**src/cpt_defines.vh**
```
`ifndef CPT_DEFINES_VH
`define CPT_DEFINES_VH
// ----------------------------------------------------------------
// Register word addresses (byte address = 4 x index)
// ----------------------------------------------------------------
`define CPT_IDX_LOWER_CTRL   4'h0
`define CPT_IDX_UPPER_CTRL   4'h1
`define CPT_IDX_DUTY_LOW     4'h2
`define CPT_IDX_DUTY_HIGH    4'h3
`define CPT_IDX_PERIOD_LOW   4'h4
`define CPT_IDX_PERIOD_HIGH  4'h5
`define CPT_IDX_STATUS       4'h6
// ----------------------------------------------------------------
// Upper control fields
// ----------------------------------------------------------------
`define CPT_UC_MODE_LSB      0
`define CPT_UC_MODE_MSB      2
`define CPT_UC_RUN_BIT       3
`define CPT_UC_FFINIT_BIT    7
// ----------------------------------------------------------------
// Lower control fields
// ----------------------------------------------------------------
`define CPT_LC_SRC_LSB       4
`define CPT_LC_SRC_MSB       6
`define CPT_LC_DIVSEL_BIT    0
`define CPT_LC_SLOWMODE_BIT  1
// ----------------------------------------------------------------
// Modes of upper control
// ----------------------------------------------------------------
`define CPT_MODE_WARMUP      3'h5
`define CPT_MODE_PWM         3'h6
`define CPT_MODE_PPG         3'h7
// ----------------------------------------------------------------
// Source select codes
// ----------------------------------------------------------------
`define CPT_SRC_DIV11        3'h0
`define CPT_SRC_DIV7         3'h1
`define CPT_SRC_DIV5         3'h2
`define CPT_SRC_DIV3         3'h3
`define CPT_SRC_SLOW         3'h4
`define CPT_SRC_DIV2         3'h5
`define CPT_SRC_BASE         3'h6
`define CPT_SRC_EXT          3'h7
// ----------------------------------------------------------------
// Reset values and timing
// ----------------------------------------------------------------
`define CPT_RST_BYTE         8'h00
`define CPT_RST_WORD         16'h0000
`define CPT_SLOW_DIV_BITS    3
`define CPT_WAIT_CYCLES      1
`endif

```
**src/cpt_tap_gen.v**
```verilog
`default_nettype none
// Free-running prescaler: one-cycle pulse per tap period
module cpt_tap_gen #(
  parameter WIDTH = 11
) (
  input  wire             clk_sys_in,
  input  wire             rst_in,
  output reg  [WIDTH-1:0] tick_out
);
  reg  [WIDTH-1:0] div_q;
  wire [WIDTH-1:0] div_d;
  wire [WIDTH-1:0] ones_w;
  assign div_d = div_q + {{(WIDTH-1){1'b0}}, 1'b1};

  // Tap g fires when the low g+1 divider bits are all ones
  genvar g;
  generate
    for (g = 0; g < WIDTH; g = g + 1) begin : g_tap
      assign ones_w[g] = &div_q[g:0];
    end
  endgenerate

  always @(posedge clk_sys_in) begin
    if (rst_in) begin
      div_q    <= {WIDTH{1'b0}};
      tick_out <= {WIDTH{1'b0}};
    end else begin
      div_q    <= div_d;
      tick_out <= ones_w;
    end
  end
endmodule
`default_nettype wire

```
**src/cpt_timer.v**
```verilog
`include "cpt_defines.vh"
`default_nettype none
module cpt_timer #(
  parameter CNT_W = 16,
  parameter DIV_W = 11
) (
  input  wire        clk_sys_in,
  input  wire        rst_in,
  input  wire [3:0]  avs_address_in,
  input  wire        avs_read_in,
  input  wire        avs_write_in,
  input  wire [31:0] avs_writedata_in,
  output reg  [31:0] avs_readdata_out,
  output reg         avs_waitrequest_out,
  input  wire        slow_tick_in,
  input  wire        event_input_pin_in,
  output reg         modulation_out_pin_out,
  output reg         pulse_gen_out_pin_out,
  output reg         period_interrupt_out
);
  // ----------------------------------------------------------------
  // Prescaler taps
  // ----------------------------------------------------------------
  wire [DIV_W-1:0] tick_w;
  cpt_tap_gen #(.WIDTH(DIV_W)) u_taps (
    .clk_sys_in (clk_sys_in),
    .rst_in     (rst_in),
    .tick_out   (tick_w)
  );

  // ----------------------------------------------------------------
  // Registers
  // ----------------------------------------------------------------
  reg [7:0]       lower_ctrl_q;
  reg [7:0]       upper_ctrl_q;
  reg [7:0]       duty_low_q;
  reg [7:0]       duty_high_q;
  reg [CNT_W-1:0] duty_act_q;
  reg [7:0]       period_low_q;
  reg [7:0]       period_high_q;
  reg [CNT_W-1:0] count_q;
  reg             ff_q;
  reg             buf_pend_q;
  reg             match_flag_q;
  reg [2:0]       slow_div_q;
  reg             slow_pulse_q;
  reg             ev_s1_q;
  reg             ev_s2_q;
  reg             ev_s3_q;
  reg             acc_q;

  wire [2:0] mode_w   = upper_ctrl_q[`CPT_UC_MODE_MSB:`CPT_UC_MODE_LSB];
  wire       run_w    = upper_ctrl_q[`CPT_UC_RUN_BIT];
  wire [2:0] src_w    = lower_ctrl_q[`CPT_LC_SRC_MSB:`CPT_LC_SRC_LSB];
  wire       divsel_w = lower_ctrl_q[`CPT_LC_DIVSEL_BIT];
  wire       slowm_w  = lower_ctrl_q[`CPT_LC_SLOWMODE_BIT];
  wire       is_pwm   = (mode_w == `CPT_MODE_PWM);
  wire       is_ppg   = (mode_w == `CPT_MODE_PPG);
  wire       is_wu    = (mode_w == `CPT_MODE_WARMUP);
  wire [CNT_W-1:0] period_w = {period_high_q, period_low_q};

  // ----------------------------------------------------------------
  // Slow clock /8 and external edge detect
  // ----------------------------------------------------------------
  // Event pin resynchronised; the second and third stages feed the edge detect
  always @(posedge clk_sys_in) begin
    if (rst_in) begin
      slow_div_q   <= 3'h0;
      slow_pulse_q <= 1'b0;
      ev_s1_q      <= 1'b1;
      ev_s2_q      <= 1'b1;
      ev_s3_q      <= 1'b1;
    end else begin
      slow_pulse_q <= slow_tick_in && (slow_div_q == 3'h7);
      if (slow_tick_in) begin
        slow_div_q <= slow_div_q + 3'h1;
      end
      ev_s1_q <= event_input_pin_in;
      ev_s2_q <= ev_s1_q;
      ev_s3_q <= ev_s2_q;
    end
  end
  // Falling edge counts; source must hold levels one cycle each
  wire ev_fall_w = ev_s3_q & ~ev_s2_q;

  // ----------------------------------------------------------------
  // Source select
  // ----------------------------------------------------------------
  // Slow mode leaves the slow options and the event input; fast taps and base read as dead
  reg cnt_en;
  always @* begin
    cnt_en = 1'b0;
    case (src_w)
      `CPT_SRC_DIV11: cnt_en = (divsel_w | slowm_w) ? slow_pulse_q : tick_w[10];
      `CPT_SRC_DIV7:  cnt_en = slowm_w ? 1'b0 : tick_w[6];
      `CPT_SRC_DIV5:  cnt_en = slowm_w ? 1'b0 : tick_w[4];
      `CPT_SRC_DIV3:  cnt_en = slowm_w ? 1'b0 : tick_w[2];
      `CPT_SRC_SLOW:  cnt_en = slow_tick_in;
      `CPT_SRC_DIV2:  cnt_en = slowm_w ? 1'b0 : tick_w[0];
      `CPT_SRC_BASE:  cnt_en = ~slowm_w;
      `CPT_SRC_EXT:   cnt_en = ev_fall_w;
      default:        cnt_en = 1'b0;
    endcase
  end

  // ----------------------------------------------------------------
  // Counter and compare
  // ----------------------------------------------------------------
  wire step_w     = run_w && cnt_en && (is_pwm || is_ppg || is_wu);
  wire duty_hit_w = (is_pwm || is_ppg) && (count_q == duty_act_q);
  wire ovf_w      = is_pwm && (count_q == {CNT_W{1'b1}});
  wire ppg_end_w  = is_ppg && (count_q == period_w);
  wire wu_end_w   = is_wu && (count_q[CNT_W-1:8] == period_high_q);
  wire wrap_w     = step_w && (ovf_w || ppg_end_w || wu_end_w);

  // Accesses act only in the answer cycle
  wire bus_wr = avs_write_in && !avs_waitrequest_out;
  wire bus_rd = avs_read_in && !avs_waitrequest_out;
  wire uc_wr  = bus_wr && (avs_address_in == `CPT_IDX_UPPER_CTRL);
  wire dh_wr  = bus_wr && (avs_address_in == `CPT_IDX_DUTY_HIGH);
  wire dl_wr  = bus_wr && (avs_address_in == `CPT_IDX_DUTY_LOW);
  wire st_clr = bus_wr && (avs_address_in == `CPT_IDX_STATUS) && avs_writedata_in[0];
  wire start_w   = uc_wr && avs_writedata_in[`CPT_UC_RUN_BIT] && !run_w;
  wire ff_load_w = uc_wr && !avs_writedata_in[`CPT_UC_RUN_BIT] && !run_w;
  // Duty and end match in one step cancel and leave the level
  wire toggle_w  = step_w && !is_wu && (duty_hit_w ^ (ovf_w | ppg_end_w));

  reg [CNT_W-1:0] count_d;
  reg             ff_d;
  reg             match_flag_d;
  // Start zeroes the count so the first period is full length
  always @* begin
    count_d = count_q;
    if (start_w) begin
      count_d = `CPT_RST_WORD;
    end else if (wrap_w) begin
      count_d = `CPT_RST_WORD;
    end else if (step_w) begin
      count_d = count_q + {{(CNT_W-1){1'b0}}, 1'b1};
    end
  end

  // Init level loads only while stopped; stopping write leaves pin alone
  always @* begin
    ff_d = ff_q;
    if (ff_load_w) begin
      ff_d = avs_writedata_in[`CPT_UC_FFINIT_BIT];
    end else if (toggle_w) begin
      ff_d = ~ff_q;
    end
  end

  // Sticky match status, set beats clear
  always @* begin
    match_flag_d = match_flag_q;
    if (wrap_w) begin
      match_flag_d = 1'b1;
    end else if (st_clr) begin
      match_flag_d = 1'b0;
    end
  end

  always @(posedge clk_sys_in) begin
    if (rst_in) begin
      count_q              <= `CPT_RST_WORD;
      ff_q                 <= 1'b0;
      period_interrupt_out <= 1'b0;
      match_flag_q         <= 1'b0;
    end else begin
      period_interrupt_out <= wrap_w;
      count_q              <= count_d;
      ff_q                 <= ff_d;
      match_flag_q         <= match_flag_d;
    end
  end

  // ----------------------------------------------------------------
  // Register writes and duty buffer
  // ----------------------------------------------------------------
  // Outside PWM running each byte write loads at once; PWM running waits for the upper byte, then period end
  wire            pwm_run_w = is_pwm && run_w;
  reg [CNT_W-1:0] duty_act_d;
  reg             buf_pend_d;
  // A high write colliding with the wrap buffers a mixed pair once
  always @* begin
    buf_pend_d = buf_pend_q;
    duty_act_d = duty_act_q;
    if (dh_wr && pwm_run_w) begin
      buf_pend_d = 1'b1;
    end else if (wrap_w) begin
      buf_pend_d = 1'b0;
    end
    if (dh_wr && !pwm_run_w) begin
      duty_act_d = {avs_writedata_in[7:0], duty_low_q};
    end else if (wrap_w && is_pwm && (buf_pend_q || dh_wr)) begin
      duty_act_d = {duty_high_q, duty_low_q};
    end else if (dl_wr && !pwm_run_w) begin
      duty_act_d = {duty_act_q[CNT_W-1:8], avs_writedata_in[7:0]};
    end
  end

  always @(posedge clk_sys_in) begin
    if (rst_in) begin
      lower_ctrl_q  <= `CPT_RST_BYTE;
      upper_ctrl_q  <= `CPT_RST_BYTE;
      duty_low_q    <= `CPT_RST_BYTE;
      duty_high_q   <= `CPT_RST_BYTE;
      period_low_q  <= `CPT_RST_BYTE;
      period_high_q <= `CPT_RST_BYTE;
      duty_act_q    <= `CPT_RST_WORD;
      buf_pend_q    <= 1'b0;
    end else begin
      if (bus_wr) begin
        case (avs_address_in)
          `CPT_IDX_LOWER_CTRL:  lower_ctrl_q  <= avs_writedata_in[7:0];
          `CPT_IDX_UPPER_CTRL:  upper_ctrl_q  <= avs_writedata_in[7:0];
          `CPT_IDX_DUTY_LOW:    duty_low_q    <= avs_writedata_in[7:0];
          `CPT_IDX_DUTY_HIGH:   duty_high_q   <= avs_writedata_in[7:0];
          `CPT_IDX_PERIOD_LOW:  period_low_q  <= avs_writedata_in[7:0];
          `CPT_IDX_PERIOD_HIGH: period_high_q <= avs_writedata_in[7:0];
          default: ;
        endcase
      end
      buf_pend_q <= buf_pend_d;
      duty_act_q <= duty_act_d;
    end
  end

  // ----------------------------------------------------------------
  // Bus slave: one wait cycle per access
  // ----------------------------------------------------------------
  // A fresh request is one not already being answered
  wire req_w = (avs_read_in || avs_write_in) && avs_waitrequest_out && !acc_q;
  reg [31:0] rd_d;
  always @* begin
    rd_d = 32'h0000_0000;
    case (avs_address_in)
      `CPT_IDX_LOWER_CTRL:  rd_d[7:0] = lower_ctrl_q;
      `CPT_IDX_UPPER_CTRL:  rd_d[7:0] = upper_ctrl_q;
      `CPT_IDX_DUTY_LOW:    rd_d[7:0] = is_pwm ? duty_act_q[7:0] : duty_low_q;
      `CPT_IDX_DUTY_HIGH:   rd_d[7:0] = is_pwm ? duty_act_q[15:8] : duty_high_q;
      `CPT_IDX_PERIOD_LOW:  rd_d[7:0] = period_low_q;
      `CPT_IDX_PERIOD_HIGH: rd_d[7:0] = period_high_q;
      `CPT_IDX_STATUS:      rd_d[2:0] = {ff_q, run_w, match_flag_q};
      default:              rd_d = 32'h0000_0000;
    endcase
  end

  always @(posedge clk_sys_in) begin
    if (rst_in) begin
      avs_waitrequest_out <= 1'b1;
      avs_readdata_out    <= 32'h0000_0000;
      acc_q               <= 1'b0;
    end else begin
      acc_q               <= req_w;
      avs_waitrequest_out <= !req_w;
      if (req_w) begin
        avs_readdata_out <= rd_d;
      end
      if (bus_rd) begin
        avs_readdata_out <= avs_readdata_out;
      end
    end
  end

  // ----------------------------------------------------------------
  // Output pins
  // ----------------------------------------------------------------
  // One register stage behind the flip-flop keeps outputs registered
  always @(posedge clk_sys_in) begin
    if (rst_in) begin
      modulation_out_pin_out <= 1'b1;
      pulse_gen_out_pin_out  <= 1'b1;
    end else begin
      modulation_out_pin_out <= ~ff_q;
      pulse_gen_out_pin_out  <= ~ff_q;
    end
  end
endmodule
`default_nettype wire

```
**config.mk**
```make
export PLATFORM = sky130hd
export DESIGN_NAME = cpt_timer
export DESIGN_NICKNAME = d
export VERILOG_FILES = /design/src/cpt_tap_gen.v /design/src/cpt_timer.v
export VERILOG_INCLUDE_DIRS = /design/src
export SDC_FILE = /design/constraint.sdc
export NUM_CORES = 1
export LEC_CHECK = 0
export BUFFER_PORTS_ARGS = -buffer_cell sky130_fd_sc_hd__buf_2
export CORE_MARGIN = 1
export CORE_UTILIZATION = 33
export DETAILED_ROUTE_END_ITERATION = 10
export MAX_ROUTING_LAYER = met4
export PLACE_DENSITY = 0.61
export SLEW_MARGIN = 20
export SYNTH_ARGS = -nofsm -noshare
export SYNTH_HDL_FRONTEND = slang
export SYNTH_SLANG_ARGS = --single-unit
```
**constraint.sdc**
```tcl
create_clock -name clk_sys_in -period 4.1 [get_ports clk_sys_in]
set_clock_uncertainty 0.2 [all_clocks]
set_input_delay 0.82 -clock clk_sys_in [delete_from_list [all_inputs] [get_ports clk_sys_in]]
set_output_delay 0.82 -clock clk_sys_in [all_outputs]
set_load 0.02 [all_outputs]
```
## Word level (Yosys, flattened, before mapping)

Index checks and enable logic that the tools add are counted.

- Register bits after elaboration: 124
- Bits in latches: 0
- Bits in writable memories: 0
- Memory bits (read-only): 0
- Bits of input ports: 42
- Output and inout port bits: 36
- Word-level logic and storage cells: 142
- Memories: 0

- $add $sub $neg: 3
- Multipliers: 0
- Div/mod/pow operators: 0
- Magnitude comparators: 0
- Equal/unequal tests: 21
- Shift operators: 0
- Mux-type cells: 19
- Bitwise operators: 8
- Reductions and logical operators: 67

Operators by type and width:

| kind | count |
|---|---|
| == test 16 bit | 2 |
| 2-to-1 mux 16 bit | 2 |
| one-hot mux 5 bit (6 select lines) | 1 |
| logical AND 1 bit | 29 |
| == test 3 bit, second input constant | 8 |
| 2-to-1 mux 8 bit | 3 |
| one-hot mux 3 bit (7 select lines) | 1 |
| adder 16 x 1 -> 16 bit, second input constant | 1 |
| == test 16 bit, second input constant | 1 |
| AND reduction 2 bit | 8 |
| == test 4 x 3 -> 1 bit, second input constant | 3 |
| adder 11 x 1 -> 11 bit, second input constant | 1 |
| 2-to-1 mux 1 bit | 11 |
| AND reduction 11 bit | 1 |
| AND reduction 10 bit | 1 |
| AND reduction 9 bit | 1 |
| == test 4 x 2 -> 1 bit, second input constant | 2 |
| == test 8 bit | 1 |
| one-hot mux 1 bit (8 select lines) | 1 |
| AND reduction 8 bit | 1 |
| nonzero test 2 bit | 4 |
| zero test 1 bit | 7 |
| AND reduction 7 bit | 1 |
| == test 3 x 2 -> 1 bit, second input constant | 2 |
| other kinds (16) | 25 |

## Longest topological paths before layout

- Word-level depth: 10
- Gate-level depth with buffers: 10
- Mapped depth without buffers: 8

## By module

From an unflattened synthesis, not the netlist that was laid out.

- Cell total of the unflattened synthesis: 711
- Area, all modules: 6123.4 µm²

Modules (own cells, without submodules):

| module | instances | cells each | area an instance (µm²) | sequential area each (µm²) |
|---|---|---|---|---|
| cpt_timer | 1 | 635 | 5333.9 | 2042.0 |
| cpt_tap_gen | 1 | 76 | 789.5 | 440.4 |

## Worst setup path after synthesis

No wires, ideal clock.

- Path kind: input-to-reg
- Start: in avs_address_in[2]
- End: reg duty_act_q[0]
- Library setup time: 0.133 ns
- Data arrival time: 2.444 ns
- Required time: 3.767 ns
- Slack: 1.324 ns
- Stages on the path: 10
- Path buffers: 4
- Cells stage by stage: buf_4 > nor4b_4 > and3_1 > buf_4 > o21ai_1 > or3_1 > buf_6 > buf_8 > nand3_1 > a31oi_1

- Longest elaborated chain between the ends: 6
- Elaborated cells on any way between the ends: 11
- Classes of those cells: eq/ne: 2; mux: 2; reduce/logical: 7

RTL lines:

| item | line | text |
|---|---|---|
| start, declared | cpt_timer.v:9 | `input wire [3:0] avs_address_in,` |
| == test 4 x 2 -> 1 bit | -- |  |
| logical AND 1 bit | cpt_timer.v:120 | `` wire dh_wr = bus_wr && (avs_address_in == `CPT_IDX_DUTY_HIGH); `` |
| logical OR 1 bit | cpt_timer.v:195 | `end else if (wrap_w && is_pwm && (buf_pend_q \|\| dh_wr)) begin` |
| logical AND 1 bit | cpt_timer.v:195 |  |
| 2-to-1 mux 16 bit | cpt_timer.v:195 |  |
| 2-to-1 mux 16 bit | cpt_timer.v:193 | `if (dh_wr && !pwm_run_w) begin` |
| end signal, assigned | cpt_timer.v:210 | `` duty_act_q <= `CPT_RST_WORD; `` |
| end signal, assigned | cpt_timer.v:225 | `duty_act_q <= duty_act_d;` |
| end, declared | cpt_timer.v:38 | `reg [CNT_W-1:0] duty_act_q;` |

Parallel ways exist; a longest one is shown, timed or not. The select of a mux whose other input is x is not followed.
A chain may end at the register's enable or synchronous reset.

## Worst setup path after layout

- Start: in avs_address_in[2]
- End: reg duty_act_q[1]

The elaborated chain is that of the path after synthesis.

==> impl_metrics.ini <==
[status]
status = complete, no violations

[setup_path]
worstPathRequired_ns = 4.24
crit_slowest_cell = a21oi_1
worst-path-buf-inv = 2
crit_family = compound AO/OA/AOI/OAI gates
crit_path_max_fanout = 29
endpoint_kind = flop
worstPathCellList = buf_2 > nor4b_4 > buf_4 > nand3_1 > a21oi_1 > a22oi_1 > a31oi_1
cp_data_arrival_time_ns = 3.24
start_kind = input pin
slowest_delay_ns = 0.63
crit_type = in2reg

[final_layout]
diodes = 0
layout_commonest_cell = nand2_1
final_cell_mix = 133 x nand2_1, 118 x dfxtp_1, 76 x a21oi_1
synthToLayoutAreaGrowth_pct = 12.2
fin_nets = 794
layout-drive-gt1-share_pct = 11.1

[logic_synthesis]
synth_top_area_cell = dfxtp_1
syn_area_um2 = 5970
ys_seq_area_share_pct = 39.6
synth_ff_type = dfxtp_1
yosysUniqueCellTypes = 53
synth.ff_latch_count = 118
async_flop_share_pct = 0
synthTopCellsByArea = dfxtp_1 40%, nand2_1 8.4%, a21oi_1 6.4%
synth-edff-count = 0
netlist.area_leader.share_pct = 39.6
ys_warn_count = 0
syn_inst = 744
syn_avg_cell_area_um2 = 8.02

[routing]
vias = 5251
routedWlPerCell_um = 17.1
post-route-drc-count = 0
drt_iter0_markers = 602
routed_wl_um = 16800
ant_nets = 0
drt-pass1-iter-count = 6
viasPerCell = 5.34

[grt]
grt_pass1_wl_um = 26200
grt_overflow_total = 0
track_usage_pct = 19.5
antenna_found_initial = 0
grt_pass1_vias = 4739
grt_max_degree = 68

[clocking]
htreeDepth = 4
cts_buffer_depth = 2
cts_tree = done
hold_buffers = 0
cts_sinks = 118
cts_resized = 0
cts_setup_buffers = 0
clk_latency_ns = 0.42
path_clk_slew_ns = 0.06
cts_root_buffer = clkbuf_16
cts_made_buffers = 17

[floorplanning]
core_area_um2 = 17500
io_pins = 78
die_y_um = 136
rows = 48
die_area_um2 = 18600
initial_core_util_pct = 34.1
die_x_um = 136

[run]
maxCapViolations = 0

[sta]
max_clock_freq_ghz = 0.322
worst_slew_margin_rel_pct = 46.3
setup_viol = 0
hold_viol_final = 0
timing.hold.ws_ns = 0.212
max_slew.worst_pin.slew_ns = 0.801
report.final.slew_viol_count = 0
finalCritPeriodShare_pct = 75.7
period_needed_ns = 3.10
fin_setup_tns_ns = 0
rsz0062_at_grt = false

[power_and_ir_drop]
power_density_nw_per_um2 = 420
irDropWorstVdd_v = 0.000430
total_power_uw = 2810
leakagePower_uw = 0.00248

[min_path]
hold_path_class = reg2reg

[placed_design]
portBuffers = 29
routabilityCongestion = 0.900
hpwl_um = 11300
-- layer usage --
layer	track usage [%]	routed length (µm)
met5	-	0
met3	5.00	1130
met1	25.2	7750
met4	7.41	355
met2	28.8	7570
-- report_power, final --
part / switching (µW) / internal (µW)
clock network: 595 / 911
logic: 105 / 32.5
registers: 9.54 / 1160
-- cell type report --
class | count | area, µm²
fillers | 1777 | 10800
multi-input cells | 558 | 3190
flip-flops and latches | 118 | 2360
clock buffers | 18 | 429
well taps | 225 | 282
repair buffers | 40 | 230
clock inverters | 14 | 165
inverters | 11 | 41.3
-- cell usage after synthesis (9+ instances only) --
cell and count:
nand2_1 133, dfxtp_1 118, a21oi_1 76, nand3_1 60, nor2_1 56, xor2_1 33
buf_4 29, clkbuf_1 28, mux2i_1 23, xnor2_1 21, buf_2 15, nor4_1 14
inv_1 11, o21ai_0 10, a311oi_1 9, nor2b_1 9
-- through the flow --
step | setup WS [ns] | instance area, µm² | utilization [%] | std cells
floorplan | 1.32 | 6050 | - | 767
global placement | 0.625 | 6100 | 34.9 | 952
finish | 0.995 | 6700 | 38.3 | 984
global route | 0.850 | 6700 | 38.3 | 984
CTS | 1.07 | 6700 | 38.3 | 984
detailed placement | 0.610 | 6100 | 34.9 | 952
-- worst reg2reg max path: stages (launching register included) --
cell and delay, ns:
dfxtp_1 0.48, mux2i_1 0.22, mux2i_1 0.09, a221oi_1 0.31, a311o_1 0.45, or3_1 0.63, a21oi_1 0.16, a311oi_2 0.25
-- flip-flops by register name, summed over array words and instances, names as in the netlist, 3 cells and up --
signal and cells:
u_taps.tick_out 5, u_taps.div_q 11, duty_high_q 8, avs_readdata_out 8, duty_low_q 8, count_q 16
lower_ctrl_q 8, slow_div_q 3, upper_ctrl_q 8, duty_act_q 16, period_low_q 8, period_high_q 8
-- kinds of logic (layout without fill, tap and decap cells) --
| logic type | count (synthesis) | count (layout) | synth area share (%) |
|---|---|---|---|
| muxes | 26 | 26 | 4.80 |
| other | 1 | 24 | 0.0628 |
| xor gates and xnor gates | 54 | 54 | 7.93 |
| and+or+nand+nor | 313 | 313 | 24.4 |
| buffers and inverters | 91 | 83 | 8.43 |
| adders and majority gates | 6 | 6 | 1.26 |
| DFF | 118 | 118 | 39.6 |
| AOI/OAI and AO/OA | 135 | 135 | 13.5 |
-- path summary, 6_finish.rpt --
kind              cells past startpoint  slack, ns         startpoint            end
setup / recovery                      7        1.0  avs_address_in[2]  duty_act_q[1]
hold / removal                        1       0.21            ev_s1_q        ev_s2_q
setup reg to reg                      7       1.22    lower_ctrl_q[5]  duty_act_q[6]
hold reg to reg                       1       0.21            ev_s1_q        ev_s2_q
Note: power is estimated with default switching activity, not from simulation.
